**config.mk**
```make
export PLATFORM = sky130hd
export DESIGN_NAME = pdr_top
export DESIGN_NICKNAME = d
export VERILOG_FILES = /design/src/design/pdr_pkg.sv /design/src/design/pdr_decode.sv /design/src/design/pdr_ready.sv /design/src/design/pdr_top.sv
export VERILOG_INCLUDE_DIRS = /design/src /design/src/design
export SDC_FILE = /design/constraint.sdc
export NUM_CORES = 1
export LEC_CHECK = 0
export ABC_AREA = 1
export BUFFER_PORTS_ARGS = -buffer_cell sky130_fd_sc_hd__buf_4
export CORE_MARGIN = 2
export CORE_UTILIZATION = 30
export DETAILED_ROUTE_END_ITERATION = 8
export SETUP_SLACK_MARGIN = 0.02
export SLEW_MARGIN = 20
export SYNTH_ARGS = -nofsm -noshare
export SYNTH_HDL_FRONTEND = slang
export SYNTH_SLANG_ARGS = --single-unit
```
**constraint.sdc**
```tcl
create_clock -name clk_i -period 1.2 [get_ports clk_i]
set_input_delay 0.12 -clock clk_i [delete_from_list [all_inputs] [get_ports clk_i]]
set_output_delay 0.12 -clock clk_i [all_outputs]
set_load 0.1 [all_outputs]
```
**src/design/pdr_defines.svh**
```systemverilog
// constants for the page decode and ready steering block
// assumes a 20-bit processor address and a 32-bit apb register bus
//------------------------------------------------------------------
// Overview of operation
//------------------------------------------------------------------
// Overview of operation
// - every address inside either selected 128k page is taken as an on-board access.
// - the ram page and the prom page are each chosen from the same four candidate pages.
// - out of reset ram sits at 00000-1ffff and prom at e0000-fffff.
// - ram and prom always use two different pages; a setting that makes them equal is refused.
// - in delayed mode a fail-safe timeout before the grant holds ready back until the bus is won.
// - in immediate mode a fail-safe timeout before the grant raises ready at once.
// - in immediate mode ready one is the bus acknowledge anded with the address-driver enable.
// - in delayed mode ready one is the bus acknowledge alone.
// - the bus address drivers are enabled only while the board owns the bus.
// - each of the two expansion sockets has its own 8/16-bit width option.
// - the clock-rate option selects 8 mhz when set and 5 mhz when clear.
`ifndef PDR_DEFINES_SVH
`define PDR_DEFINES_SVH

// ------------------------------------------------------------------
// address map of the block's own registers
// ------------------------------------------------------------------
`define PDR_CFG_OFFSET      12'h000
`define PDR_STATUS_OFFSET   12'h004

// ------------------------------------------------------------------
// configuration fields
// ------------------------------------------------------------------
`define PDR_CFG_RAM_LSB     0
`define PDR_CFG_PROM_LSB    2
`define PDR_CFG_IMMED_BIT   4
`define PDR_CFG_WIDE_LSB    5
`define PDR_CFG_FAST_BIT    7
`define PDR_CFG_RESET       32'h0000_008C

// ------------------------------------------------------------------
// page geometry: a page is 128k, address bits 19:17
// ------------------------------------------------------------------
`define PDR_PAGE_LSB        17
`define PDR_CAND_PAGE0      3'h0
`define PDR_CAND_PAGE1      3'h1
`define PDR_CAND_PAGE2      3'h6
`define PDR_CAND_PAGE3      3'h7

`endif

```
**src/design/pdr_pkg.sv**
```systemverilog
// types shared by the page decode and ready steering block
// assumes pdr_defines.svh for all numeric constants
package pdr_pkg;

   // ------------------------------------------------------------------
   // access sequencer states, gray along idle-req-own-done
   // ------------------------------------------------------------------
   typedef enum logic [1:0] {
      PDR_IDLE = 2'h0,
      PDR_REQ  = 2'h1,
      PDR_OWN  = 2'h3,
      PDR_DONE = 2'h2
   } pdr_state_type;

endpackage

```
**src/design/pdr_decode.sv**
```systemverilog
// on-board page decoder, purely combinational
// assumes static page selects that never name the same page twice
`timescale 1ns/1ns
`include "pdr_defines.svh"
module pdr_decode
   import pdr_pkg::*;
#(
   parameter int ADDR_W = 20
) (
   input  wire logic [ADDR_W-1:0] addr_i,
   input  wire logic [1:0]        ram_sel_i,
   input  wire logic [1:0]        prom_sel_i,
   output logic                   ram_hit_o,
   output logic                   prom_hit_o
);

   // ------------------------------------------------------------------
   // candidate page lookup
   // ------------------------------------------------------------------
   function automatic logic [2:0] cand_page(input logic [1:0] sel);
      case (sel)
         2'h0:    cand_page = `PDR_CAND_PAGE0;
         2'h1:    cand_page = `PDR_CAND_PAGE1;
         2'h2:    cand_page = `PDR_CAND_PAGE2;
         default: cand_page = `PDR_CAND_PAGE3;
      endcase
   endfunction

   logic [2:0] page;

   always_comb begin
      page       = addr_i[ADDR_W-1:`PDR_PAGE_LSB];
      ram_hit_o  = (page == cand_page(ram_sel_i));
      prom_hit_o = (page == cand_page(prom_sel_i));
   end

endmodule // pdr_decode

```
**src/design/pdr_ready.sv**
```systemverilog
// ready steering toward the clock generator, combinational
// assumes synchronised acknowledge, grant and timeout levels
`timescale 1ns/1ns
module pdr_ready
   import pdr_pkg::*;
(
   input  wire logic immed_i,
   input  wire logic ack_i,
   input  wire logic aen_i,
   input  wire logic timeout_i,
   input  wire logic owned_i,
   output logic      ready1_o,
   output logic      release_o
);

   always_comb begin
      ready1_o  = immed_i ? (ack_i & aen_i) : ack_i;
      // delayed mode lets a timeout through only once the bus is owned
      release_o = ready1_o | (timeout_i & (immed_i | owned_i));
   end

endmodule // pdr_ready

```
**src/design/pdr_top.sv**
```systemverilog
// page decode, bus request and ready steering with apb configuration
// assumes cpu requests on clk_i; bus pins arrive from another domain
//
// Chosen here: the APB interface to the registers and the placing of the registers.
`timescale 1ns/1ns
`include "pdr_defines.svh"
module pdr_top
   import pdr_pkg::*;
#(
   parameter int ADDR_W = 20
) (
   input  wire logic              clk_i,
   input  wire logic              reset_n_i,
   // apb slave
   input  wire logic              psel_i,
   input  wire logic              penable_i,
   input  wire logic              pwrite_i,
   input  wire logic [11:0]       paddr_i,
   input  wire logic [31:0]       pwdata_i,
   output logic                   pready_o,
   output logic                   pslverr_o,
   output logic [31:0]            prdata_o,
   // processor side
   input  wire logic              cpu_req_i,
   input  wire logic [ADDR_W-1:0] cpu_addr_i,
   output logic                   cpu_ready_o,
   output logic                   ram_sel_o,
   output logic                   prom_sel_o,
   // system bus side
   input  wire logic              bus_grant_i,
   input  wire logic              xfer_ack_n_i,
   input  wire logic              failsafe_timeout_i,
   output logic                   bus_req_o,
   output logic                   bus_addr_driver_enable_n_o,
   // static options
   output logic [1:0]             sock_wide_o,
   output logic                   clk_rate_fast_o
);

   // ------------------------------------------------------------------
   // pin synchronisers
   // ------------------------------------------------------------------
   logic [2:0] meta_reg;
   logic [2:0] sync_reg;
   logic       grant_s;
   logic       ack_s;
   logic       tmo_s;

   always_ff @(posedge clk_i or negedge reset_n_i) begin
      if (!reset_n_i) begin
         meta_reg <= 3'h1;
         sync_reg <= 3'h1;
      end else begin
         meta_reg <= {failsafe_timeout_i, bus_grant_i, xfer_ack_n_i};
         sync_reg <= meta_reg;
      end
   end

   assign ack_s   = ~sync_reg[0];
   assign grant_s = sync_reg[1];
   assign tmo_s   = sync_reg[2];

   // ------------------------------------------------------------------
   // apb register file
   // ------------------------------------------------------------------
   logic [31:0]   cfg_reg;
   logic [31:0]   cfg_next;
   logic          pready_reg;
   logic          pready_next;
   logic          pslverr_reg;
   logic          pslverr_next;
   logic [31:0]   prdata_reg;
   logic [31:0]   prdata_next;
   logic [31:0]   status_word;
   logic          cfg_ok;
   logic          do_acc;
   pdr_state_type state_reg;
   pdr_state_type state_next;
   logic          ram_hit;
   logic          prom_hit;

   assign do_acc = psel_i & penable_i & pready_reg;
   // equal pages would alias ram and prom onto one page
   assign cfg_ok = pwdata_i[`PDR_CFG_RAM_LSB +: 2] != pwdata_i[`PDR_CFG_PROM_LSB +: 2];

   always_comb begin
      status_word    = 32'h0000_0000;
      status_word[1:0] = state_reg;
      status_word[2] = grant_s;
      status_word[3] = ack_s;
      status_word[4] = tmo_s;
      status_word[5] = ram_hit;
      status_word[6] = prom_hit;
      cfg_next     = cfg_reg;
      pready_next  = psel_i & penable_i & ~pready_reg;
      pslverr_next = 1'b0;
      prdata_next  = 32'h0000_0000;
      if (psel_i & penable_i & ~pready_reg) begin
         case (paddr_i)
            `PDR_CFG_OFFSET: begin
               prdata_next  = cfg_reg;
               pslverr_next = pwrite_i & ~cfg_ok;
            end
            `PDR_STATUS_OFFSET: begin
               prdata_next  = status_word;
               pslverr_next = pwrite_i;
            end
            default: begin
               pslverr_next = 1'b1;
            end
         endcase
      end
      if (do_acc & pwrite_i & ~pslverr_reg & (paddr_i == `PDR_CFG_OFFSET)) begin
         cfg_next = {24'h00_0000, pwdata_i[7:0]};
      end
   end

   always_ff @(posedge clk_i or negedge reset_n_i) begin
      if (!reset_n_i) begin
         cfg_reg     <= `PDR_CFG_RESET;
         pready_reg  <= 1'b0;
         pslverr_reg <= 1'b0;
         prdata_reg  <= 32'h0000_0000;
      end else begin
         cfg_reg     <= cfg_next;
         pready_reg  <= pready_next;
         pslverr_reg <= pslverr_next;
         prdata_reg  <= prdata_next;
      end
   end

   assign pready_o        = pready_reg;
   assign pslverr_o       = pslverr_reg;
   assign prdata_o        = prdata_reg;
   assign sock_wide_o     = cfg_reg[`PDR_CFG_WIDE_LSB +: 2];
   assign clk_rate_fast_o = cfg_reg[`PDR_CFG_FAST_BIT];

   // ------------------------------------------------------------------
   // decode and ready steering
   // ------------------------------------------------------------------
   logic immed;
   logic ready1;
   logic rel;
   logic owned;

   assign immed = cfg_reg[`PDR_CFG_IMMED_BIT];
   assign owned = (state_reg == PDR_OWN);

   pdr_decode #(
      .ADDR_W     (ADDR_W)
   ) u_decode (
      .addr_i     (cpu_addr_i),
      .ram_sel_i  (cfg_reg[`PDR_CFG_RAM_LSB +: 2]),
      .prom_sel_i (cfg_reg[`PDR_CFG_PROM_LSB +: 2]),
      .ram_hit_o  (ram_hit),
      .prom_hit_o (prom_hit)
   );

   // acknowledge enters ungated; only immediate mode adds the owned term
   pdr_ready u_ready (
      .immed_i    (immed),
      .ack_i      (ack_s),
      .aen_i      (owned),
      .timeout_i  (tmo_s),
      .owned_i    (owned),
      .ready1_o   (ready1),
      .release_o  (rel)
   );

   // ------------------------------------------------------------------
   // access sequencer
   // ------------------------------------------------------------------
   logic ready_reg;
   logic ready_next;
   logic req_reg;
   logic req_next;
   logic aen_n_reg;
   logic aen_n_next;
   logic rsel_reg;
   logic rsel_next;
   logic psel_reg;
   logic psel_next;

   always_comb begin
      state_next = state_reg;
      rsel_next  = rsel_reg;
      psel_next  = psel_reg;
      case (state_reg)
         PDR_IDLE: begin
            if (cpu_req_i) begin
               rsel_next  = ram_hit;
               psel_next  = prom_hit;
               // off-board when neither page matches
               state_next = (ram_hit | prom_hit) ? PDR_DONE : PDR_REQ;
            end
         end
         PDR_REQ: begin
            if (rel) begin
               state_next = PDR_DONE;
            end else if (grant_s) begin
               state_next = PDR_OWN;
            end
         end
         PDR_OWN: begin
            if (rel) begin
               state_next = PDR_DONE;
            end
         end
         PDR_DONE: begin
            state_next = PDR_IDLE;
            rsel_next  = 1'b0;
            psel_next  = 1'b0;
         end
         default: begin
            state_next = PDR_IDLE;
         end
      endcase
      ready_next = (state_next == PDR_DONE);
      req_next   = (state_next == PDR_REQ) | (state_next == PDR_OWN);
      aen_n_next = ~(state_next == PDR_OWN);
   end

   always_ff @(posedge clk_i or negedge reset_n_i) begin
      if (!reset_n_i) begin
         state_reg <= PDR_IDLE;
         ready_reg <= 1'b0;
         req_reg   <= 1'b0;
         aen_n_reg <= 1'b1;
         rsel_reg  <= 1'b0;
         psel_reg  <= 1'b0;
      end else begin
         state_reg <= state_next;
         ready_reg <= ready_next;
         req_reg   <= req_next;
         aen_n_reg <= aen_n_next;
         rsel_reg  <= rsel_next;
         psel_reg  <= psel_next;
      end
   end

   assign cpu_ready_o                = ready_reg;
   assign bus_req_o                  = req_reg;
   assign bus_addr_driver_enable_n_o = aen_n_reg;
   assign ram_sel_o                  = rsel_reg;
   assign prom_sel_o                 = psel_reg;

   // ------------------------------------------------------------------
   // checks
   // ------------------------------------------------------------------
   a_cfg_distinct : assert property (
      @(posedge clk_i) disable iff (!reset_n_i)
      cfg_reg[`PDR_CFG_RAM_LSB +: 2] != cfg_reg[`PDR_CFG_PROM_LSB +: 2])
      else $error("ram and prom share a page");

   a_default_map : assert property (
      @(posedge clk_i) disable iff (!reset_n_i)
      (cfg_reg[3:0] == 4'hC) |->
         (ram_hit == (cpu_addr_i[ADDR_W-1:17] == 3'h0)) &&
         (prom_hit == (cpu_addr_i[ADDR_W-1:17] == 3'h7)))
      else $error("default map wrong");

   a_local_ready : assert property (
      @(posedge clk_i) disable iff (!reset_n_i)
      (state_reg == PDR_IDLE && cpu_req_i && (ram_hit || prom_hit))
         |=> cpu_ready_o && !bus_req_o ##1 !cpu_ready_o)
      else $error("local access not one cycle");

   a_offboard_req : assert property (
      @(posedge clk_i) disable iff (!reset_n_i)
      (state_reg == PDR_IDLE && cpu_req_i && !ram_hit && !prom_hit)
         |=> bus_req_o && !cpu_ready_o)
      else $error("off-board access did not request bus");

   a_aen_owned : assert property (
      @(posedge clk_i) disable iff (!reset_n_i)
      !bus_addr_driver_enable_n_o |-> bus_req_o && ($past(grant_s) || $past(owned)))
      else $error("drivers on without bus");

   a_delay_hold : assert property (
      @(posedge clk_i) disable iff (!reset_n_i)
      (state_reg == PDR_REQ && tmo_s && !immed && !grant_s) |=> !cpu_ready_o)
      else $error("delayed mode released early");

   a_immed_go : assert property (
      @(posedge clk_i) disable iff (!reset_n_i)
      (state_reg == PDR_REQ && tmo_s && immed) |=> cpu_ready_o ##1 !bus_req_o)
      else $error("immediate mode did not release");

   a_ack_gate : assert property (
      @(posedge clk_i) disable iff (!reset_n_i)
      (state_reg == PDR_OWN && ack_s) |=> cpu_ready_o ##1 bus_addr_driver_enable_n_o)
      else $error("acknowledge did not end transfer");

   // ready one wiring per mode, checked at the steering output
   a_delayed_ack : assert property (
      @(posedge clk_i) disable iff (!reset_n_i)
      !immed |-> (ready1 == ack_s))
      else $error("delayed ready one is gated");

   a_immed_ack : assert property (
      @(posedge clk_i) disable iff (!reset_n_i)
      immed |-> (ready1 == (ack_s && owned)))
      else $error("immediate ready one lacks driver gate");

   a_delay_no_skip : assert property (
      @(posedge clk_i) disable iff (!reset_n_i)
      (state_reg == PDR_REQ && !immed && !ack_s) |=> (state_reg != PDR_DONE))
      else $error("delayed mode ended access before owning bus");

endmodule // pdr_top

```
* Word-level counts from Yosys, hierarchy flattened
Cells that the tools add are included.
** Storage, ports and cells
- Latch bits :: 0
- Bits in read-only memories :: 0
- Logic and storage cells :: 68
- Register bits after elaboration :: 55
- Memories kept :: 0
- Bits of input ports :: 73
- Bits in writable memories :: 0
** Operators by class
- Muxes and demuxes :: 17
- $add $sub $neg :: 0
- Shifts and indexed selects :: 0
- Equal/unequal tests :: 15
- Div/mod/pow operators :: 0
- Bitwise gates (word level) :: 18
- Reduce and logical (&&, ||, !) cells :: 6
- Magnitude comparators :: 0
- Multiply operators :: 0
** Operators with widths (number)
- $pmux W3 S3 :: 2
- $pmux W8 S2 :: 1
- $eq A12 B3 Y1 const B :: 1
- $eq A2 B2 Y1 const B :: 6
- $logic_not A12 Y1 :: 1
- $mux W2 :: 5
- $and A1 B1 Y1 :: 9
- $eq A2 B1 Y1 const B :: 4
- $mux W8 :: 1
- $pmux W2 S4 :: 1
- $eq A3 B3 Y1 :: 2
- $logic_not A2 Y1 :: 3
- $pmux W1 S2 :: 3
- $not A1 Y1 :: 5
- $mux W1 :: 4
- $or A1 B1 Y1 :: 4
- $ne A2 B2 Y1 :: 1
- $ne A2 B2 Y1 const B :: 1
- $reduce_and A2 Y1 :: 1
- $reduce_bool A2 Y1 :: 1

* Logic depth before layout (Yosys ltp)
Gate-level depths: netlist of run 1.
- Depth after elaboration :: 9
- Depth in mapped cells :: 8
- Depth with buffers taken out :: 8

* By module
Synthesis of run 1 repeated with hierarchy kept, for this count alone.
** Second synthesis, totals
- Cells, all modules :: 186
- Area total of the unflattened synthesis :: 1600.3 µm²
** By module, submodules not included
- pdr_top :: times used 1, sequential area each 783.3 µm², cells an instance 160, area an instance 1493.9 µm²
- pdr_decode :: times used 1, sequential area each 0.0 µm², cells an instance 20, area an instance 82.6 µm²
- pdr_ready :: times used 1, sequential area each 0.0 µm², cells an instance 6, area an instance 23.8 µm²

* Least setup slack after synthesis of run 1
No wires, ideal clock.
- Path kind :: register -> register
- Start point :: reg pready_reg (netlist: pready_o)
- End point :: reg cfg_reg[0]
- Data arrival time :: 1.649 ns
- Library setup time :: 0.118 ns
- Path buffers :: 0
- Setup slack :: -0.567 ns
- Stages on the path, launching flop included :: 6
- Path through :: dfrtp_1 nand2_1 nor3_4 nand2_4 nand2_1 nand2_1
** On the way
- Longest elaborated chain between the ends :: 4
** Ends and longest elaborated chain
- start: declaration :: line pdr_top.sv:68 : logic pready_reg;
- start signal: assignment :: line pdr_top.sv:126 : pready_reg <= pready_next;
- $and A1 B1 Y1 :: line pdr_top.sv:82 : assign do_acc = psel_i & penable_i & pready_reg;
- $and A1 B1 Y1 (3 in a row) :: line pdr_top.sv:113 : if (do_acc & pwrite_i & ~pslverr_reg & (paddr_i == `PDR_CFG_OFFSET)) begin
- end signal: assignment :: line pdr_top.sv:120 : cfg_reg <= `PDR_CFG_RESET;
- end signal: assignment :: line pdr_top.sv:125 : cfg_reg <= cfg_next;
- end: declaration :: line pdr_top.sv:66 : logic [31:0] cfg_reg;
Every way passes these cells.
A chain may end at the register's enable or synchronous reset.

==> results of run 1 <==
==> layout by cell type, fill, tap and decap left out, types with 3 or more instances in the layout <==
cell           synthesis  layout
buf_4                 26      57
nand2_1               47      36
conb_1                 1      24
dfrtp_1               24      18
nand3_1               21      16
nand2_2                2      12
inv_1                 10       9
nor2_1                10       9
a21oi_1                8       8
clkbuf_8               0       8
dfstp_2                6       6
nand3_2                0       5
nand2_4                3       4
dlygate4sd3_1          0       4
dfrtp_2                0       4
buf_6                  0       3
==> final timing paths <==
| path | start | to | slack [ns] | cells after the start |
|---|---|---|---|---|
| worst max register to register | bus_req_o | prom_sel_o | 0.009 | 6 |
| worst min register to register | meta_reg[2] | sync_reg[2] | 0.35 | 0 |
| min in group asynchronous | reset_n_i | prdata_o[4] | 0.30 | 2 |
| max in group asynchronous | reset_n_i | cfg_reg[3] | 0.58 | 2 |
| worst max-delay path | bus_req_o | prom_sel_o | 0.009 | 6 |
| worst min-delay path | pwdata_i[4] | cfg_reg[4] | 0.05 | 3 |
==> worst min-delay path, cell delays in order <==
cell	delay, ns
buf_4	0.08
nand3_2	0.06
nand2_1	0.05
==> synth_stat cells (all sizes together) <==
library cell / instances / area, sq um
nand2: 52 / 223
buf: 26 / 195
dfrtp: 24 / 601
nand3: 21 / 105
nor2: 13 / 70.1
inv: 11 / 41.3
a21oi: 8 / 40.0
dfstp: 6 / 158
xnor2: 4 / 35.0
nand4: 2 / 12.5
nor3: 2 / 32.5
o21ai: 2 / 10.0
o21bai: 2 / 15.0
clkinv: 1 / 8.76
conb: 1 / 3.75
==> routing by layer <==
metal	share of wire [%]	global-route usage [%]	vias to the layer above
li1	-	-	642
met1	42	16.0	595
met2	47	20.6	49
met3	6.9	2.91	9
met4	3.6	7.99	0
met5	0	0	-
==> where the power goes <==
| part | internal, mW | switching (mW) | leakage [nW] |
|---|---|---|---|
| logic | 0.321 | 0.912 | 0.791 |
| clock network | 0.578 | 0.376 | 0.0575 |
| registers | 1.11 | 0.0705 | 0.374 |
| total | 2.01 | 1.36 | 1.22 |
==> area by class of cell <==
type                       count  area, sq um
fill                         514         2760
sequential                    30          771
multi-input combinational    130          724
timing repair buffer          66          542
clock buffer                   8          110
tap                           70         87.6
inverter                      12         50.0
==> kinds of logic (layout without fill, tap and decap cells) <==
family / count (synthesis) / after routing
buffers and inverters: 38 / 86
xor gates and xnor gates: 4 / 4
AOI/OAI and AO/OA: 12 / 12
and+or+nand+nor: 90 / 90
DFF: 30 / 30
other: 1 / 24
==> what timing repair did <==
item / CTS / global route
endpoints found under the hold margin: 27 / 0
hold buffers: 4 / 0
setup endpoints to repair: 6 / 12
buffers inserted: 2 / 3
pin swaps: 7 / 10
resized for setup: 12 / 16
==> metrics.txt, run 1 <==
largest net degree at the start of global routing=31; Synth warnings=0; CTS max path bufs=2; Design Area, Final=2280 sq um; compound-cell area share of the yosys netlist=4.20%; DR vias=1,295; mux cell area share after synthesis=0%; Routed wire per std cell=10.6 microns; global-route wire length before repair=5560 microns; Final Cycle Share=99.2%; # diodes=0; Final Non-Filler Cells=316; vias per cell=4.10; clk_lat worst skew=0.28 ns; DRT iter0 DRCs=48; placed cells=299; #FFs+latches synth=30; I/O Buffers=49; GP Congestion=0.894; core area=5040 sq um; die height=75.9 microns; clock buffer count from CTS=5; register area share after synthesis=48.9%; Place WS=0.000769 ns; max cap viols=0; Setup crit end kind=flip-flop; layout cells sized above 1=46.7%; setup ws final=0.00911 ns; adder and majority gate portion of the synthesized area=0%; status=finished, final reports clean; Post-Syn Area per Cell=8.86 sq um; CP Data Required Time=1.42 ns; peak per-stage delay on the critical path=0.50 ns; Synth Area in Simple Gates=28.6%; CTS tree=built; Area growth, synth to finish=47.4%; final global-route overflow total=0; Worst path slowest cell=dfrtp_4; largest family of logic cells by synthesized area=simple AND/OR/NAND/NOR gates; die area=5760 sq um; most used cell along the critical path=nand2_2; Bufs and invs on worst path=2; Final setup viols=0; Post-Synth XOR/XNOR Area=2.26%; clk slew on worst S/H paths=0.06 ns; CTS Sinks=30; total power=3.36 mW; WL final=3360 microns; Worst Hold Class=in2reg; Max Clock Skew=0.00435 ns; Max FO, Critical Path=4; crit start category=flip-flop; Placed Area=1980 sq um; final hold vios=0; CP Class=reg2reg; antenna-violating nets left=0; setup_tns=0 ns; worst-path cell chain=inv_2 -> nand2_2 -> nor2_4 -> nand4_1 -> buf_4 -> nand2_2; FP Rows=26; fin crit period=1.19 ns; I/O pins=115; Pleak=1.22 nW; Clock Root Buffer=clkbuf_8; GRT Util Overall=13.0%; Post-DP HPWL=2480 microns; initial antenna violation count=0; achievable frequency=840 MHz; delay-heaviest family, CP=flip-flops; H-tree Lvls=2; Cell Area, Synth=1550 sq um; drt drc=0; Worst IR Drop VDD=0.616 mV; count of pins over their slew limit=0; Hold WS=0.0540 ns; Netlist cell types=20; Layout Nets=318; Post-Synthesis Cells=175; final core utilization=45.3%; RSZ-0062 raised after global routing=yes; number of global-route vias before repair=1,210; PD cells=1470 nW/um^2; starting density of the core=30.7%; CP arrival=1.41 ns; drt pass-1 iters=4; die width=75.9 microns
Power figures use the tool's default switching activity.
==> run 2: changes to the inputs <==
--- a/config.mk
+++ b/config.mk
@@ -11,6 +11,7 @@
 export CORE_MARGIN = 2
 export CORE_UTILIZATION = 30
 export DETAILED_ROUTE_END_ITERATION = 8
+export MAX_ROUTING_LAYER = met4
 export SETUP_SLACK_MARGIN = 0.02
 export SLEW_MARGIN = 20
 export SYNTH_ARGS = -nofsm -noshare
==> run 2 against run 1 <==
  * Largest power group unchanged
  * Setup slack worse by 0.0037 ns
  * Cell area unchanged
  * Hold slack hardly changed
  * Via count stayed put
  * Flip-flop and latch count unchanged
  * Total power about the same
  * Highest routed layer unchanged
  * Non-clock buffer count unchanged
  * Global-route usage increased by 0.43 points
==> metrics.txt, run 2 (same netlist as run 1, synthesis figures left out) <==
Max Clock Skew=0.00390 ns (was 0.00435 ns); fin crit period=1.19 ns (about the same); Hold WS=0.0536 ns (was 0.0540 ns); most used cell along the critical path=nand2_2 (unchanged); Area growth, synth to finish=47.4% (unchanged); CP Data Required Time=1.42 ns (about the same); starting density of the core=30.7% (unchanged); layout cells sized above 1=46.7% (unchanged); count of pins over their slew limit=0 (unchanged); hold endpoint=cfg_reg[4] (unchanged); final hold vios=0 (unchanged); H-tree Lvls=2 (unchanged); Routed wire per std cell=10.6 microns (about the same); FP Rows=26 (unchanged); WHS Path Cells=3 (unchanged); achievable frequency=837 MHz (was 840 MHz); die area=5760 sq um (unchanged); multi-input logic area=724 sq um (unchanged); delay-heaviest family, CP=flip-flops (unchanged); initial antenna violation count=0 (unchanged); clk slew on worst S/H paths=0.06 ns (about the same); largest net degree at the start of global routing=31 (unchanged); FF-to-FF path depth=6 (unchanged); clk_lat worst skew=0.28 ns (about the same); GRT Util Overall=13.4% (was 13.0%); GP Congestion=0.909 (was 0.894); Hold Path Origin=pwdata_i[4] (unchanged); PD cells=1470 nW/um^2 (about the same); max cap viols=0 (unchanged); Setup crit end kind=flip-flop (unchanged); final global-route overflow total=0 (unchanged); CP Class=reg2reg (unchanged); highest-count cells in the layout ignoring fill and taps=buf_4, nand2_1, conb_1 (unchanged); Worst IR Drop VDD=0.615 mV (was 0.616 mV); Final setup viols=0 (unchanged); I/O pins=115 (unchanged); setup ws final=0.00543 ns (was 0.00911 ns); peak per-stage delay on the critical path=0.50 ns (about the same); CTS max path bufs=2 (unchanged); I/O Buffers=49 (unchanged); drt pass-1 iters=4 (unchanged); final core utilization=45.3% (unchanged); worst-path cell chain=inv_2 -> nand2_2 -> nor2_4 -> nand4_1 -> buf_4 -> nand2_2 (unchanged); Final Cycle Share=99.5% (was 99.2%); Max FO, Critical Path=4 (unchanged); DRT iter0 DRCs=71 (was 48); die height=75.9 microns (unchanged); Layout Nets=318 (unchanged); global-route wire length before repair=5570 microns (was 5560 microns); die width=75.9 microns (unchanged); CP arrival=1.41 ns (about the same); status=finished, final reports clean (unchanged); most common cell after layout, fill and taps aside=buf_4 (unchanged); fillers=514 (unchanged); Pleak=1.22 nW (unchanged); # diodes=0 (unchanged); antenna-violating nets left=0 (unchanged); core area=5040 sq um (unchanged); setup_tns=0 ns (unchanged); WL final=3360 microns (about the same); Worst Hold Class=in2reg (unchanged); Bufs and invs on worst path=2 (unchanged); number of global-route vias before repair=1,208 (was 1,210); CTS Sinks=30 (unchanged); vias per cell=4.10 (unchanged); Post-DP HPWL=2480 microns (unchanged); sequential cell area=771 sq um (unchanged); CTS tree=built (unchanged); stages on the worst setup path=6 (unchanged); Place WS=0.000769 ns (unchanged); Worst path slowest cell=dfrtp_4 (unchanged); r2r setup slk=0.005 ns (was 0.009 ns); drt drc=0 (unchanged); reg2reg start=bus_req_o (unchanged); Clock Root Buffer=clkbuf_8 (unchanged); crit start category=flip-flop (unchanged); RSZ-0062 raised after global routing=yes (unchanged); reg2reg end=prom_sel_o (unchanged); clock buffer count from CTS=5 (unchanged); DR vias=1,295 (unchanged)
## run 2: cell counts in the layout (fill, tap and decap cells not counted)
Identical to the previous run, type by type.
## run 2: layout make-up
class,count,share of cell area (%)
well taps,70,3.83
flip-flops and latches,30,33.7
repair buffers,66,23.7
inverters,12,2.19
clock buffers,8,4.82
multi-input cells,130,31.7
## run 2: worst min-delay path, delay by kind of cell
family | cells | cell delay [ns]
buf+inv | 1 | 0.08
simple gates | 2 | 0.11
## run 2: report_power, final
part	leakage (nW)	internal, mW	total (mW)	switching [mW]
logic	0.791	0.321	1.23	0.913
clock network	0.0575	0.578	0.956	0.378
registers	0.374	1.11	1.18	0.0695
## run 2: repair_timing
item | 4_1_cts | 5_1_grt
buffers inserted | 2 | 3
hold endpoints to repair | 27 | 0
endpoints found under the setup margin | 6 | 12
pin swaps | 7 | 10
resized for setup | 12 | 16
hold buffers | 4 | 0
## run 2: metrics by stage
step	instances	power, mW	instance area, sq um
3_5_place_dp	299	2.29	1980
5_1_grt	316	3.51	2280
2_1_floorplan	198	2.08	1660
4_1_cts	313	3.35	2200
3_3_place_gp	299	2.29	1980
6_report	316	3.37	2280
## run 2: layer usage
| metal | wire (microns) | up-vias | GRT usage (%) | share of wire, % |
|---|---|---|---|---|
| li1 | - | 642 | - | - |
| met1 | 1430 | 595 | 16.2 | 43 |
| met2 | 1590 | 49 | 20.6 | 47 |
| met3 | 215 | 9 | 2.65 | 6.4 |
| met4 | 122 | 0 | 7.99 | 3.6 |
| met5 | 0 | - | - | 0 |
## run 2: worst max path at each step
| stage | from | endpoint | slack, ns |
|---|---|---|---|
| 2_1_floorplan | pready_o | cfg_reg[0] | -0.15 |
| 3_3_place_gp | cfg_reg[2] | cpu_ready_o | 0.001 |
| 3_5_place_dp | cfg_reg[2] | cpu_ready_o | 0.0008 |
| 4_1_cts | bus_req_o | bus_req_o | -0.008 |
| 5_1_grt | bus_req_o | cpu_ready_o | -0.10 |
| 6_report | bus_req_o | prom_sel_o | 0.005 |
